===== config.mk =====
export PLATFORM = sky130hd
export DESIGN_NAME = headphone_dc_servo_registers
export DESIGN_NICKNAME = d
export VERILOG_FILES = /design/src/hw/servo_regs_pkg.sv /design/src/hw/servo_chan_if.sv /design/src/hw/headphone_dc_servo_registers.sv /design/src/hw/servo_engine.sv
export SDC_FILE = /design/constraint.sdc
export NUM_CORES = 1
export LEC_CHECK = 0
export BUFFER_PORTS_ARGS = -buffer_cell sky130_fd_sc_hd__buf_4
export CAP_MARGIN = 20
export CORE_AREA = 2 2 154 156
export CTS_CLUSTER_DIAMETER = 80
export DETAILED_ROUTE_END_ITERATION = 6
export DIE_AREA = 0 0 156 158
export PLACE_DENSITY = 0.55
export SYNTH_ARGS = -nofsm -noshare
export SYNTH_HDL_FRONTEND = slang
export SYNTH_HIERARCHICAL = 1
export SYNTH_SLANG_ARGS = --single-unit

===== constraint.sdc =====
create_clock -name clk -period 4.35 [get_ports clk]
set_clock_uncertainty 0.2 [all_clocks]
set_input_delay 0.6525 -clock clk [delete_from_list [all_inputs] [get_ports clk]]
set_output_delay 0.6525 -clock clk [all_outputs]
set_load 0.02 [all_outputs]

===== src/hw/servo_regs_pkg.sv =====
/*
  constants, register map and types shared by the headphone servo
  register bank and its per-channel correction engine.
  assumes a single 50 mhz clock and 16-bit register data.
*/
package servo_regs_pkg;

  localparam int          CLK_HZ           = 50_000_000;
  localparam real         UNIT_TIME_S      = 0.256;
  localparam int          UNIT_CYCLES      = int'(UNIT_TIME_S * CLK_HZ);

  localparam logic [7:0]  ADDR_SERVO_CTRL  = 8'h54;
  localparam logic [7:0]  ADDR_SERIES_TIMER = 8'h55;
  localparam logic [7:0]  ADDR_WRITE_VALUES = 8'h57;
  localparam logic [7:0]  ADDR_COMPLETION  = 8'h58;
  localparam logic [7:0]  ADDR_LEFT_RB     = 8'h59;
  localparam logic [7:0]  ADDR_RIGHT_RB    = 8'h5a;
  localparam logic [7:0]  ADDR_HP_STAGE    = 8'h60;

  // control register fields
  localparam int          SERIES_TRIG_LSB  = 8;
  localparam int          STARTUP_TRIG_LSB = 4;
  localparam int          WRITE_TRIG_LSB   = 2;
  localparam int          SERVO_ON_LSB     = 0;
  // series and timer fields
  localparam int          SERIES_MSB       = 11;
  localparam int          SERIES_LSB       = 5;
  localparam int          INTERVAL_MSB     = 3;
  localparam int          INTERVAL_LSB     = 0;
  localparam logic [6:0]  SERIES_RESET     = 7'h2a;
  localparam logic [3:0]  INTERVAL_RESET   = 4'ha;
  // write value fields
  localparam int          LEFT_WV_LSB      = 8;
  localparam int          RIGHT_WV_LSB     = 0;
  localparam logic [7:0]  WV_RESET         = 8'h00;
  // completion status fields
  localparam int          CORR_DONE_LSB    = 8;
  localparam int          WRITE_DONE_LSB   = 4;
  localparam int          STARTUP_DONE_LSB = 0;
  // headphone stage bits
  localparam int          SHORT_RM_BIT     = 7;
  localparam int          OUTP_BIT         = 6;
  localparam int          DLY_BIT          = 5;

  localparam int          LEFT             = 1;
  localparam int          RIGHT            = 0;

  typedef enum logic [1:0] {MODE_SERIES, MODE_STARTUP, MODE_WRITE} mode_t;

endpackage


===== src/hw/servo_chan_if.sv =====
/*
  per-channel link between the register bank and one correction engine.
  assumes both ends run on the same clock.
*/
`timescale 1ns/1ps
interface servo_chan_if;
  logic       trig_series;
  logic       trig_startup;
  logic       trig_write;
  logic       periodic;
  logic       enable;
  logic [6:0] count;
  logic [7:0] write_value;
  logic       busy_series;
  logic       busy_startup;
  logic       busy_write;
  logic       done_startup;
  logic       done_write;
  logic [7:0] readback;

  modport ctrl (
    output trig_series, trig_startup, trig_write, periodic, enable,
           count, write_value,
    input  busy_series, busy_startup, busy_write, done_startup,
           done_write, readback
  );
  modport engine (
    input  trig_series, trig_startup, trig_write, periodic, enable,
           count, write_value,
    output busy_series, busy_startup, busy_write, done_startup,
           done_write, readback
  );
endinterface


===== src/hw/headphone_dc_servo_registers.sv =====
/*
  register bank of the headphone dc offset servo: configuration,
  triggers, completion status, offset readback and the left headphone
  stage enables, plus the periodic update timer.
  assumes the serial control interface presents decoded single-cycle
  register writes and reads on this clock, and that the analogue
  servo answers each correction start with one corr_done pulse.
*/
`timescale 1ns/1ps

module headphone_dc_servo_registers
  import servo_regs_pkg::*;
#(
  parameter int unit_cycles = servo_regs_pkg::UNIT_CYCLES
)(
  input  wire logic             clk,
  input  wire logic             resetn,
  input  wire logic [7:0]       reg_addr,
  input  wire logic [15:0]      reg_wdata,
  input  wire logic             reg_write,
  input  wire logic             reg_read,
  output      logic [15:0]      reg_rdata,
  output      logic [1:0]       corr_start,
  output      logic [1:0]       corr_use_value,
  output      logic [1:0][7:0]  corr_value,
  input  wire logic [1:0]       corr_done,
  input  wire logic [1:0][7:0]  corr_result,
  output      logic             left_short_removal,
  output      logic             left_output_stage_on,
  output      logic             left_intermediate_stage_on
);

  typedef struct packed {
    logic [6:0]  series_update_count;
    logic [3:0]  periodic_interval_code;
    logic [7:0]  left_offset_write_value;
    logic [7:0]  right_offset_write_value;
    logic [1:0]  servo_on;
    logic        short_rm;
    logic        outp;
    logic        dly;
    logic [23:0] tick_cnt;
    logic [15:0] ticks;
    logic        periodic;
    logic [1:0]  trig_series;
    logic [1:0]  trig_startup;
    logic [1:0]  trig_write;
    logic [15:0] rdata;
  } bank_t;

  bank_t st;
  bank_t next_st;

  servo_chan_if chan[2] ();

  logic [1:0] busy_series;
  logic [1:0] busy_startup;
  logic [1:0] busy_write;
  logic [1:0] startup_done_flags;
  logic [1:0] offset_write_done_flags;
  logic [1:0] correction_done_flags;
  logic [1:0][7:0] chan_readback;
  logic [15:0] read_value;
  logic [15:0] interval_ticks;
  logic wr_ctrl;
  logic wr_cfg;
  logic wr_values;
  logic wr_stage;

  ////////////////////////////////////////////////////////////////////////
  // per-channel engines
  genvar g;
  generate
    for (g = 0; g < 2; g++) begin : gen_chan
      assign chan[g].trig_series  = st.trig_series[g];
      assign chan[g].trig_startup = st.trig_startup[g];
      assign chan[g].trig_write   = st.trig_write[g];
      assign chan[g].periodic     = st.periodic;
      assign chan[g].enable       = st.servo_on[g];
      assign chan[g].count        = st.series_update_count;
      assign chan[g].write_value  = (g == LEFT)
                                    ? st.left_offset_write_value
                                    : st.right_offset_write_value;
      assign busy_series[g]             = chan[g].busy_series;
      assign busy_startup[g]            = chan[g].busy_startup;
      assign busy_write[g]              = chan[g].busy_write;
      assign startup_done_flags[g]      = chan[g].done_startup;
      assign offset_write_done_flags[g] = chan[g].done_write;
      assign chan_readback[g]           = chan[g].readback;
      assign corr_value[g]              = chan[g].write_value;

      servo_engine u_engine (
        .clk            (clk),
        .resetn         (resetn),
        .ch             (chan[g]),
        .corr_start     (corr_start[g]),
        .corr_use_value (corr_use_value[g]),
        .corr_done      (corr_done[g]),
        .corr_result    (corr_result[g])
      );
    end
  endgenerate

  // start-up or offset-write mode finishing counts as complete; series mode sets no flag
  assign correction_done_flags = startup_done_flags
                               | offset_write_done_flags;

  ////////////////////////////////////////////////////////////////////////
  // register decode and read mux
  assign wr_ctrl   = reg_write && (reg_addr == ADDR_SERVO_CTRL);
  assign wr_cfg    = reg_write && (reg_addr == ADDR_SERIES_TIMER);
  assign wr_values = reg_write && (reg_addr == ADDR_WRITE_VALUES);
  assign wr_stage  = reg_write && (reg_addr == ADDR_HP_STAGE);

  assign interval_ticks = 16'h0001 << st.periodic_interval_code;

  always_comb begin
    read_value = 16'h0000;
    unique case (reg_addr)
      ADDR_SERVO_CTRL: begin
        read_value[SERIES_TRIG_LSB +: 2]  = busy_series;
        read_value[STARTUP_TRIG_LSB +: 2] = busy_startup;
        read_value[WRITE_TRIG_LSB +: 2]   = busy_write;
        read_value[SERVO_ON_LSB +: 2]     = st.servo_on;
      end
      ADDR_SERIES_TIMER: begin
        read_value[SERIES_MSB:SERIES_LSB]     = st.series_update_count;
        read_value[INTERVAL_MSB:INTERVAL_LSB] = st.periodic_interval_code;
      end
      ADDR_WRITE_VALUES: begin
        read_value[LEFT_WV_LSB +: 8]  = st.left_offset_write_value;
        read_value[RIGHT_WV_LSB +: 8] = st.right_offset_write_value;
      end
      ADDR_COMPLETION: begin
        read_value[CORR_DONE_LSB +: 2]    = correction_done_flags;
        read_value[WRITE_DONE_LSB +: 2]   = offset_write_done_flags;
        read_value[STARTUP_DONE_LSB +: 2] = startup_done_flags;
      end
      ADDR_LEFT_RB:  read_value[7:0] = chan_readback[LEFT];
      ADDR_RIGHT_RB: read_value[7:0] = chan_readback[RIGHT];
      ADDR_HP_STAGE: begin
        read_value[SHORT_RM_BIT] = st.short_rm;
        read_value[OUTP_BIT]     = st.outp;
        read_value[DLY_BIT]      = st.dly;
      end
      default: read_value = 16'h0000;
    endcase
  end

  ////////////////////////////////////////////////////////////////////////
  always_comb begin
    next_st = st;
    // triggers are one-cycle pulses
    next_st.trig_series  = 2'b00;
    next_st.trig_startup = 2'b00;
    next_st.trig_write   = 2'b00;
    next_st.periodic     = 1'b0;
    if (wr_ctrl) begin
      next_st.trig_series  = reg_wdata[SERIES_TRIG_LSB +: 2];
      next_st.trig_startup = reg_wdata[STARTUP_TRIG_LSB +: 2];
      next_st.trig_write   = reg_wdata[WRITE_TRIG_LSB +: 2];
      next_st.servo_on     = reg_wdata[SERVO_ON_LSB +: 2];
    end
    if (wr_cfg) begin
      next_st.series_update_count =
        reg_wdata[SERIES_MSB:SERIES_LSB];
      next_st.periodic_interval_code =
        reg_wdata[INTERVAL_MSB:INTERVAL_LSB];
    end
    if (wr_values) begin
      next_st.left_offset_write_value  = reg_wdata[LEFT_WV_LSB +: 8];
      next_st.right_offset_write_value =
        reg_wdata[RIGHT_WV_LSB +: 8];
    end
    if (wr_stage) begin
      next_st.short_rm = reg_wdata[SHORT_RM_BIT];
      next_st.outp     = reg_wdata[OUTP_BIT];
      next_st.dly      = reg_wdata[DLY_BIT];
    end
    if (reg_read) begin
      next_st.rdata = read_value;
    end
    // periodic timer, counts units of 0.256 s
    if (st.periodic_interval_code == 4'h0 || wr_cfg) begin
      next_st.tick_cnt = 24'h000000;
      next_st.ticks    = 16'h0000;
    end else if (st.tick_cnt == 24'(unit_cycles - 1)) begin
      next_st.tick_cnt = 24'h000000;
      if (st.ticks == interval_ticks - 16'h0001) begin
        next_st.ticks    = 16'h0000;
        next_st.periodic = 1'b1;
      end else begin
        next_st.ticks = st.ticks + 16'h0001;
      end
    end else begin
      next_st.tick_cnt = st.tick_cnt + 24'h000001;
    end
  end

  always_ff @(posedge clk or negedge resetn) begin
    if (!resetn) begin
      st <= '{SERIES_RESET, INTERVAL_RESET, WV_RESET, WV_RESET, 2'b00,
              1'b0, 1'b0, 1'b0, 24'h000000, 16'h0000, 1'b0, 2'b00,
              2'b00, 2'b00, 16'h0000};
    end else begin
      st <= next_st;
    end
  end

  assign reg_rdata                  = st.rdata;
  assign left_short_removal         = st.short_rm;
  assign left_output_stage_on       = st.outp;
  assign left_intermediate_stage_on = st.dly;
endmodule // headphone_dc_servo_registers


===== src/hw/servo_engine.sv =====
/*
  one channel's correction sequencer: runs series, start-up and
  offset-write corrections against the analogue servo and keeps the
  channel's completion flags and readback value.
  assumes the analogue side answers each start with one done pulse.
*/
`timescale 1ns/1ps
module servo_engine
  import servo_regs_pkg::*;
(
  input  wire logic       clk,
  input  wire logic       resetn,
  servo_chan_if.engine    ch,
  output      logic       corr_start,
  output      logic       corr_use_value,
  input  wire logic       corr_done,
  input  wire logic [7:0] corr_result
);

  typedef enum logic {IDLE, RUN} state_t;

  typedef struct packed {
    state_t     state;
    mode_t      mode;
    logic [6:0] remaining;
    logic       start;
    logic       done_startup;
    logic       done_write;
    logic [7:0] readback;
  } eng_t;

  eng_t st;
  eng_t next_st;

  ////////////////////////////////////////////////////////////////////////
  always_comb begin
    next_st = st;
    next_st.start = 1'b0;
    unique case (st.state)
      IDLE: begin
        if (ch.enable) begin
          if (ch.trig_write) begin
            next_st.mode = MODE_WRITE;
            next_st.done_write = 1'b0;
            next_st.state = RUN;
            next_st.start = 1'b1;
          end else if (ch.trig_startup) begin
            next_st.mode = MODE_STARTUP;
            next_st.done_startup = 1'b0;
            next_st.state = RUN;
            next_st.start = 1'b1;
          end else if (ch.trig_series) begin
            next_st.mode = MODE_SERIES;
            next_st.remaining = ch.count;
            next_st.state = RUN;
            next_st.start = 1'b1;
          end else if (ch.periodic) begin
            next_st.mode = MODE_SERIES;
            next_st.remaining = 7'h00;
            next_st.state = RUN;
            next_st.start = 1'b1;
          end
        end
      end
      RUN: begin
        if (!ch.enable) begin
          next_st.state = IDLE;
        end else if (corr_done) begin
          next_st.readback = (st.mode == MODE_WRITE) ? ch.write_value
                                                     : corr_result;
          if (st.mode == MODE_SERIES && st.remaining != 7'h00) begin
            next_st.remaining = st.remaining - 7'h01;
            next_st.start = 1'b1;
          end else begin
            next_st.state = IDLE;
            if (st.mode == MODE_WRITE) next_st.done_write = 1'b1;
            if (st.mode == MODE_STARTUP) next_st.done_startup = 1'b1;
          end
        end
      end
    endcase
  end

  always_ff @(posedge clk or negedge resetn) begin
    if (!resetn) begin
      st <= '{IDLE, MODE_SERIES, 7'h00, 1'b0, 1'b0, 1'b0, 8'h00};
    end else begin
      st <= next_st;
    end
  end

  assign corr_start      = st.start;
  assign corr_use_value  = (st.state == RUN) && (st.mode == MODE_WRITE);
  assign ch.busy_series  = (st.state == RUN) && (st.mode == MODE_SERIES);
  assign ch.busy_startup = (st.state == RUN) && (st.mode == MODE_STARTUP);
  assign ch.busy_write   = corr_use_value;
  assign ch.done_startup = st.done_startup;
  assign ch.done_write   = st.done_write;
  assign ch.readback     = st.readback;
endmodule // servo_engine


==> report_table.html <==
<table>
<tr><th>Metric</th><th>Value</th></tr>
<tr><th colspan="2">Pwr</th></tr>
<tr><td>Total power</td><td>0.00313 W</td></tr>
<tr><td>Power density relative to cell area</td><td>345 nW/um2</td></tr>
<tr><td>Leakage</td><td>4.08 nW</td></tr>
<tr><td>Largest vdd supply drop</td><td>0.000274 V</td></tr>
<tr><th colspan="2">Logic synthesis</th></tr>
<tr><td>Post-synthesis sequential area ratio</td><td>43.1%</td></tr>
<tr><td>Mux share of post-synthesis cell area</td><td>around 8.6%</td></tr>
<tr><td>Area of the mapped netlist</td><td>about 8000 um2</td></tr>
<tr><td>Total of flip-flops plus latches after synthesis</td><td>137</td></tr>
<tr><td>Area share of fa/ha/maj cells after synthesis</td><td>1.10%</td></tr>
<tr><td>Number of synthesized flops with an enable pin</td><td>0</td></tr>
<tr><td>Share of the synthesized area in compound gates (AO/OA/AOI/OAI)</td><td>15.6%</td></tr>
<tr><td>Xor/xnor cell area share of the yosys netlist</td><td>under 10%</td></tr>
<tr><td>Asr flop ratio synth</td><td>between 90% and 100%</td></tr>
<tr><td>Total nets after synthesis</td><td>850</td></tr>
<tr><td>Cells after synthesis</td><td>797</td></tr>
<tr><td>Netlist cell types</td><td>84</td></tr>
<tr><td>Prevailing post-synth register cell</td><td>dfrtp_1</td></tr>
<tr><td>Largest family of logic cells by synthesized area</td><td>simple AND/OR/NAND/NOR gates</td></tr>
<tr><td>Average footprint of a synthesized cell</td><td>9.99 um2</td></tr>
<tr><td>Yosys warning total</td><td>6</td></tr>
<tr><td>Simple-gate share of the synthesized area</td><td>20.1%</td></tr>
<tr><th colspan="2">CTS</th></tr>
<tr><td>Root buffer cell</td><td>clkbuf_16</td></tr>
<tr><td>Later-pin clock latency in the skew report</td><td>0.43 ns</td></tr>
<tr><td>Buffer depth of the longest clock path</td><td>2</td></tr>
<tr><td>TritonCTS Sinks</td><td>137</td></tr>
<tr><td>TritonCTS Buffers</td><td>17</td></tr>
<tr><td>Clock transition at the register clock pins on the worst setup and hold paths after CTS</td><td>0.07 ns</td></tr>
<tr><td>Maximum level of the CTS H-tree</td><td>4</td></tr>
<tr><td>Post CTS Setup Buffer Count</td><td>0</td></tr>
<tr><td>Quantity of hold-fixing buffers added after cts</td><td>0</td></tr>
<tr><td>CTS resizes</td><td>0</td></tr>
<tr><td>CTS tree</td><td>done</td></tr>
<tr><th colspan="2">Detailed routing</th></tr>
<tr><td>DR vias</td><td>between 5000 and 6000</td></tr>
<tr><td>Wire length per cell</td><td>17.9 um</td></tr>
<tr><td>First drt pass iteration count</td><td>5</td></tr>
<tr><td>Remaining number of nets flagged by the antenna check after routing</td><td>0</td></tr>
<tr><td>Routed via count divided by cell count</td><td>5.29</td></tr>
<tr><td>Total detailed-routing wirelength</td><td>just over 20 mm</td></tr>
<tr><td>Starting DRT DRC Count</td><td>431</td></tr>
<tr><td>Residual DRC count</td><td>0</td></tr>
<tr><th colspan="2">Final layout</th></tr>
<tr><td>Synthesis-to-finish area growth</td><td>13.9%</td></tr>
<tr><td>Antenna Cells</td><td>0</td></tr>
<tr><td>Net count reported at finish</td><td>876</td></tr>
<tr><td>Final Core Density</td><td>~39%</td></tr>
<tr><td>Layout cell share with drive strength beyond 1</td><td>25.6%</td></tr>
<tr><td>Count of filler cells inserted in the layout</td><td>2300</td></tr>
<tr><th colspan="2">Timing</th></tr>
<tr><td>Number of setup violations in the final report</td><td>0</td></tr>
<tr><td>Total count of hold-check failures in the final report</td><td>0</td></tr>
<tr><td>Fmax</td><td>276 MHz</td></tr>
<tr><td>Pin slew with the least headroom to its limit</td><td>0.930 ns</td></tr>
<tr><td>Pins Over Slew Limit</td><td>0</td></tr>
<tr><td>Unrepaired setup endpoints after global routing</td><td>no</td></tr>
<tr><td>Portion of the clock cycle consumed by the worst path in the final layout</td><td>83.3%</td></tr>
<tr><td>Least setup slack across all paths after layout</td><td>between 0.7 and 0.8 ns</td></tr>
<tr><td>Post-Route Setup TNS</td><td>0 ns</td></tr>
<tr><td>Final min period</td><td>around 3.6 ns</td></tr>
<tr><td>Rel. slew slack</td><td>37.9%</td></tr>
<tr><th colspan="2">GRT</th></tr>
<tr><td>GR Overflow Total</td><td>0</td></tr>
<tr><td>Number of global-route vias before repair</td><td>5714</td></tr>
<tr><td>GRT Overall Usage</td><td>16.8%</td></tr>
<tr><td>Wire length of the first global-routing pass</td><td>32.2 mm</td></tr>
<tr><td>Antenna violations before repair</td><td>0</td></tr>
<tr><td>Maximum number of pins on one net before global-route repair</td><td>84</td></tr>
<tr><th colspan="2">Floorplanning</th></tr>
<tr><td>Die width</td><td>156 um</td></tr>
<tr><td>DIE HEIGHT</td><td>158 um</td></tr>
<tr><td>Die Area</td><td>~25000 um2</td></tr>
<tr><td>Effective utilization at floorplan</td><td>34.5%</td></tr>
<tr><td>FP Rows</td><td>56</td></tr>
<tr><td>Total I/O pin count</td><td>85</td></tr>
<tr><td>Core area</td><td>23100 um2</td></tr>
<tr><th colspan="2">Setup path</th></tr>
<tr><td>Largest fanout on the critical path</td><td>20</td></tr>
<tr><td>Data arrival, critical path</td><td>~3.7 ns</td></tr>
<tr><td>CP max-delay cell</td><td>dfstp_2</td></tr>
<tr><td>Kind of start point of the critical path</td><td>register</td></tr>
<tr><td>Slowest stage delay, CP</td><td>0.47 ns</td></tr>
<tr><td>Type of element capturing the critical path</td><td>register</td></tr>
<tr><td>Crit Path Class</td><td>reg2reg</td></tr>
<tr><td>CP required</td><td>4.45 ns</td></tr>
<tr><td>Chain of cells forming the critical path</td><td>or2_2, or3_1, ha_1, nor4_1, o21ai_1, and3_1, nor4b_2, and4_4, nor2_2, mux2_2</td></tr>
<tr><th colspan="2">Min path</th></tr>
<tr><td>Classification of the worst-slack hold path</td><td>in2async</td></tr>
<tr><th colspan="2">Placed design</th></tr>
<tr><td>DP Wirelength</td><td>14.3 mm</td></tr>
<tr><td>Weighted congestion at the end of routability-driven global placement</td><td>0.852</td></tr>
<tr><td>Worst slack, placed</td><td>0.782 ns</td></tr>
<tr><td>Buffers on Ports</td><td>84</td></tr>
<tr><th colspan="2">Run status</th></tr>
<tr><td>Outcome</td><td>finished, final reports clean</td></tr>
<tr><th colspan="2">Job</th></tr>
<tr><td>Reported max-cap violation count</td><td>0</td></tr>
</table>
[flip-flops by register name, indices dropped and copies added (netlist names)]
| signal | count |
|---|---|
| chan.periodic | 1 |
| gen_chan.u_engine/st | 20 |
| reg_rdata | 16 |
| gen_chan.u_engine/ch.done_write | 2 |
| chan.write_value | 16 |
| chan.trig_write | 2 |
| gen_chan.u_engine/ch.readback | 16 |
| chan.enable | 2 |
| gen_chan.u_engine/corr_start | 2 |
| chan.count | 7 |
| gen_chan.u_engine/ch.done_startup | 2 |
| left_short_removal | 1 |
| left_intermediate_stage_on | 1 |
| chan.trig_series | 2 |
| st | 44 |
| left_output_stage_on | 1 |
| chan.trig_startup | 2 |
[path summary, 6_finish.rpt]
path | from | end | slack [ns] | depth (start not counted)
worst max-delay path | st[85] | st[23] | 0.73 | 10
worst min-delay path | resetn | gen_chan[1].u_engine/st[11] | 0.06 | 1
worst max register to register | st[85] | st[23] | 0.73 | 10
worst min register to register | gen_chan[0].u_engine/ch.readback[4] | gen_chan[0].u_engine/ch.readback[4] | 0.28 | 2
max in group asynchronous | resetn | gen_chan[0].u_engine/ch.readback[2] | 2.98 | 2
min in group clk | reg_wdata[13] | chan[1].write_value[5] | 0.25 | 2
[cells by family (layout without fill, tap and decap cells)]
family | after synthesis | in the layout
AO/OA/AOI/OAI | 161 | 161
XOR/XNOR | 30 | 30
adder cells (fa/ha/maj) | 7 | 7
buffers and inverters | 106 | 145
flip-flops | 137 | 137
multiplexers | 64 | 64
AND/OR/NAND/NOR | 292 | 292
[Yosys cell counts, drive strengths merged, types with 5 or more instances]
cell    number  area share [%]
nand3       32             2.2
nand2b      17             1.3
dfrtp      132              41
nor4b        6             1.1
inv         19            0.90
nor2        67             3.3
a221oi       5            0.63
ha           7             1.1
nand4        9            0.71
o21ai       40             2.5
dfstp        5             1.6
a211oi      13             2.0
or3          6            0.47
mux2        37             5.2
and2         8            0.63
mux2i       27             3.4
a32oi        5            0.55
and3        19             1.5
nor4         5            0.66
a22o        11             1.2
nor3b        6            0.57
a21oi       10            0.63
xor2        16             1.8
clkbuf      16            0.75
a21o        14             1.3
buf         71             6.5
nor2b       10            0.79
a22oi       15             1.4
or2         12            0.94
o22ai        7            0.55
nor3        13            0.94
xnor2       14             1.5
a31oi        5            0.39
nand2       67             3.2
[cells in the final DEF, fill, tap and decap left out, types with 19 or more instances in the layout]
master	synthesis	final
mux2i_1	27	27
mux2_2	37	37
nand3_1	30	30
dfrtp_1	132	132
nand2_1	67	67
o21ai_0	36	36
buf_4	52	93
inv_1	19	19
nor2_1	63	63
and3_1	19	19
[metrics by stage]
stage,instances,hold slack (ns),instance area (um2)
after global routing,1126,0.120,9070
after floorplan,797,0.157,7960
final,1126,0.0598,9070
after global placement,1094,0.263,8460
after CTS,1126,0.108,9070
after detailed placement,1094,0.273,8460
[power by group]
group          switching [W]  total (W)  internal, W  leakage (nW)
Sequential         0.0000320    0.00133      0.00130          1.85
Clock               0.000627    0.00150     0.000870         0.298
Combinational       0.000183   0.000303     0.000121          1.93
Total               0.000842    0.00313      0.00229          4.08
[layout make-up]
| class | instances | area [um2] | area share, % |
|---|---|---|---|
| inverter | 19 | 71.3 | 0.787 |
| multi-input combinational | 554 | 3880 | 42.8 |
| clock inverter | 15 | 181 | 2.00 |
| tap | 290 | 363 | 4.00 |
| clock buffer | 17 | 425 | 4.69 |
| timing repair buffer | 94 | 709 | 7.82 |
| sequential | 137 | 3430 | 37.9 |
[routing by layer]
layer,vias up,share of wire [%],track usage (%)
met5,-,0,0
met4,0,1.2,4.11
met2,135,49,28.2
li1,2881,-,-
met3,17,4.4,3.37
met1,2919,46,22.5
[critical path: cells and delay by family, from the launching register on]
kind                     cells  cell delay (ns)
AND/OR/NAND/NOR              7             1.97
multiplexers                 1             0.27
AO/OA/AOI/OAI                1             0.12
adder cells (fa/ha/maj)      1             0.46
flip-flops                   1             0.47
No activity file was read; power rests on OpenSTA's default activity.
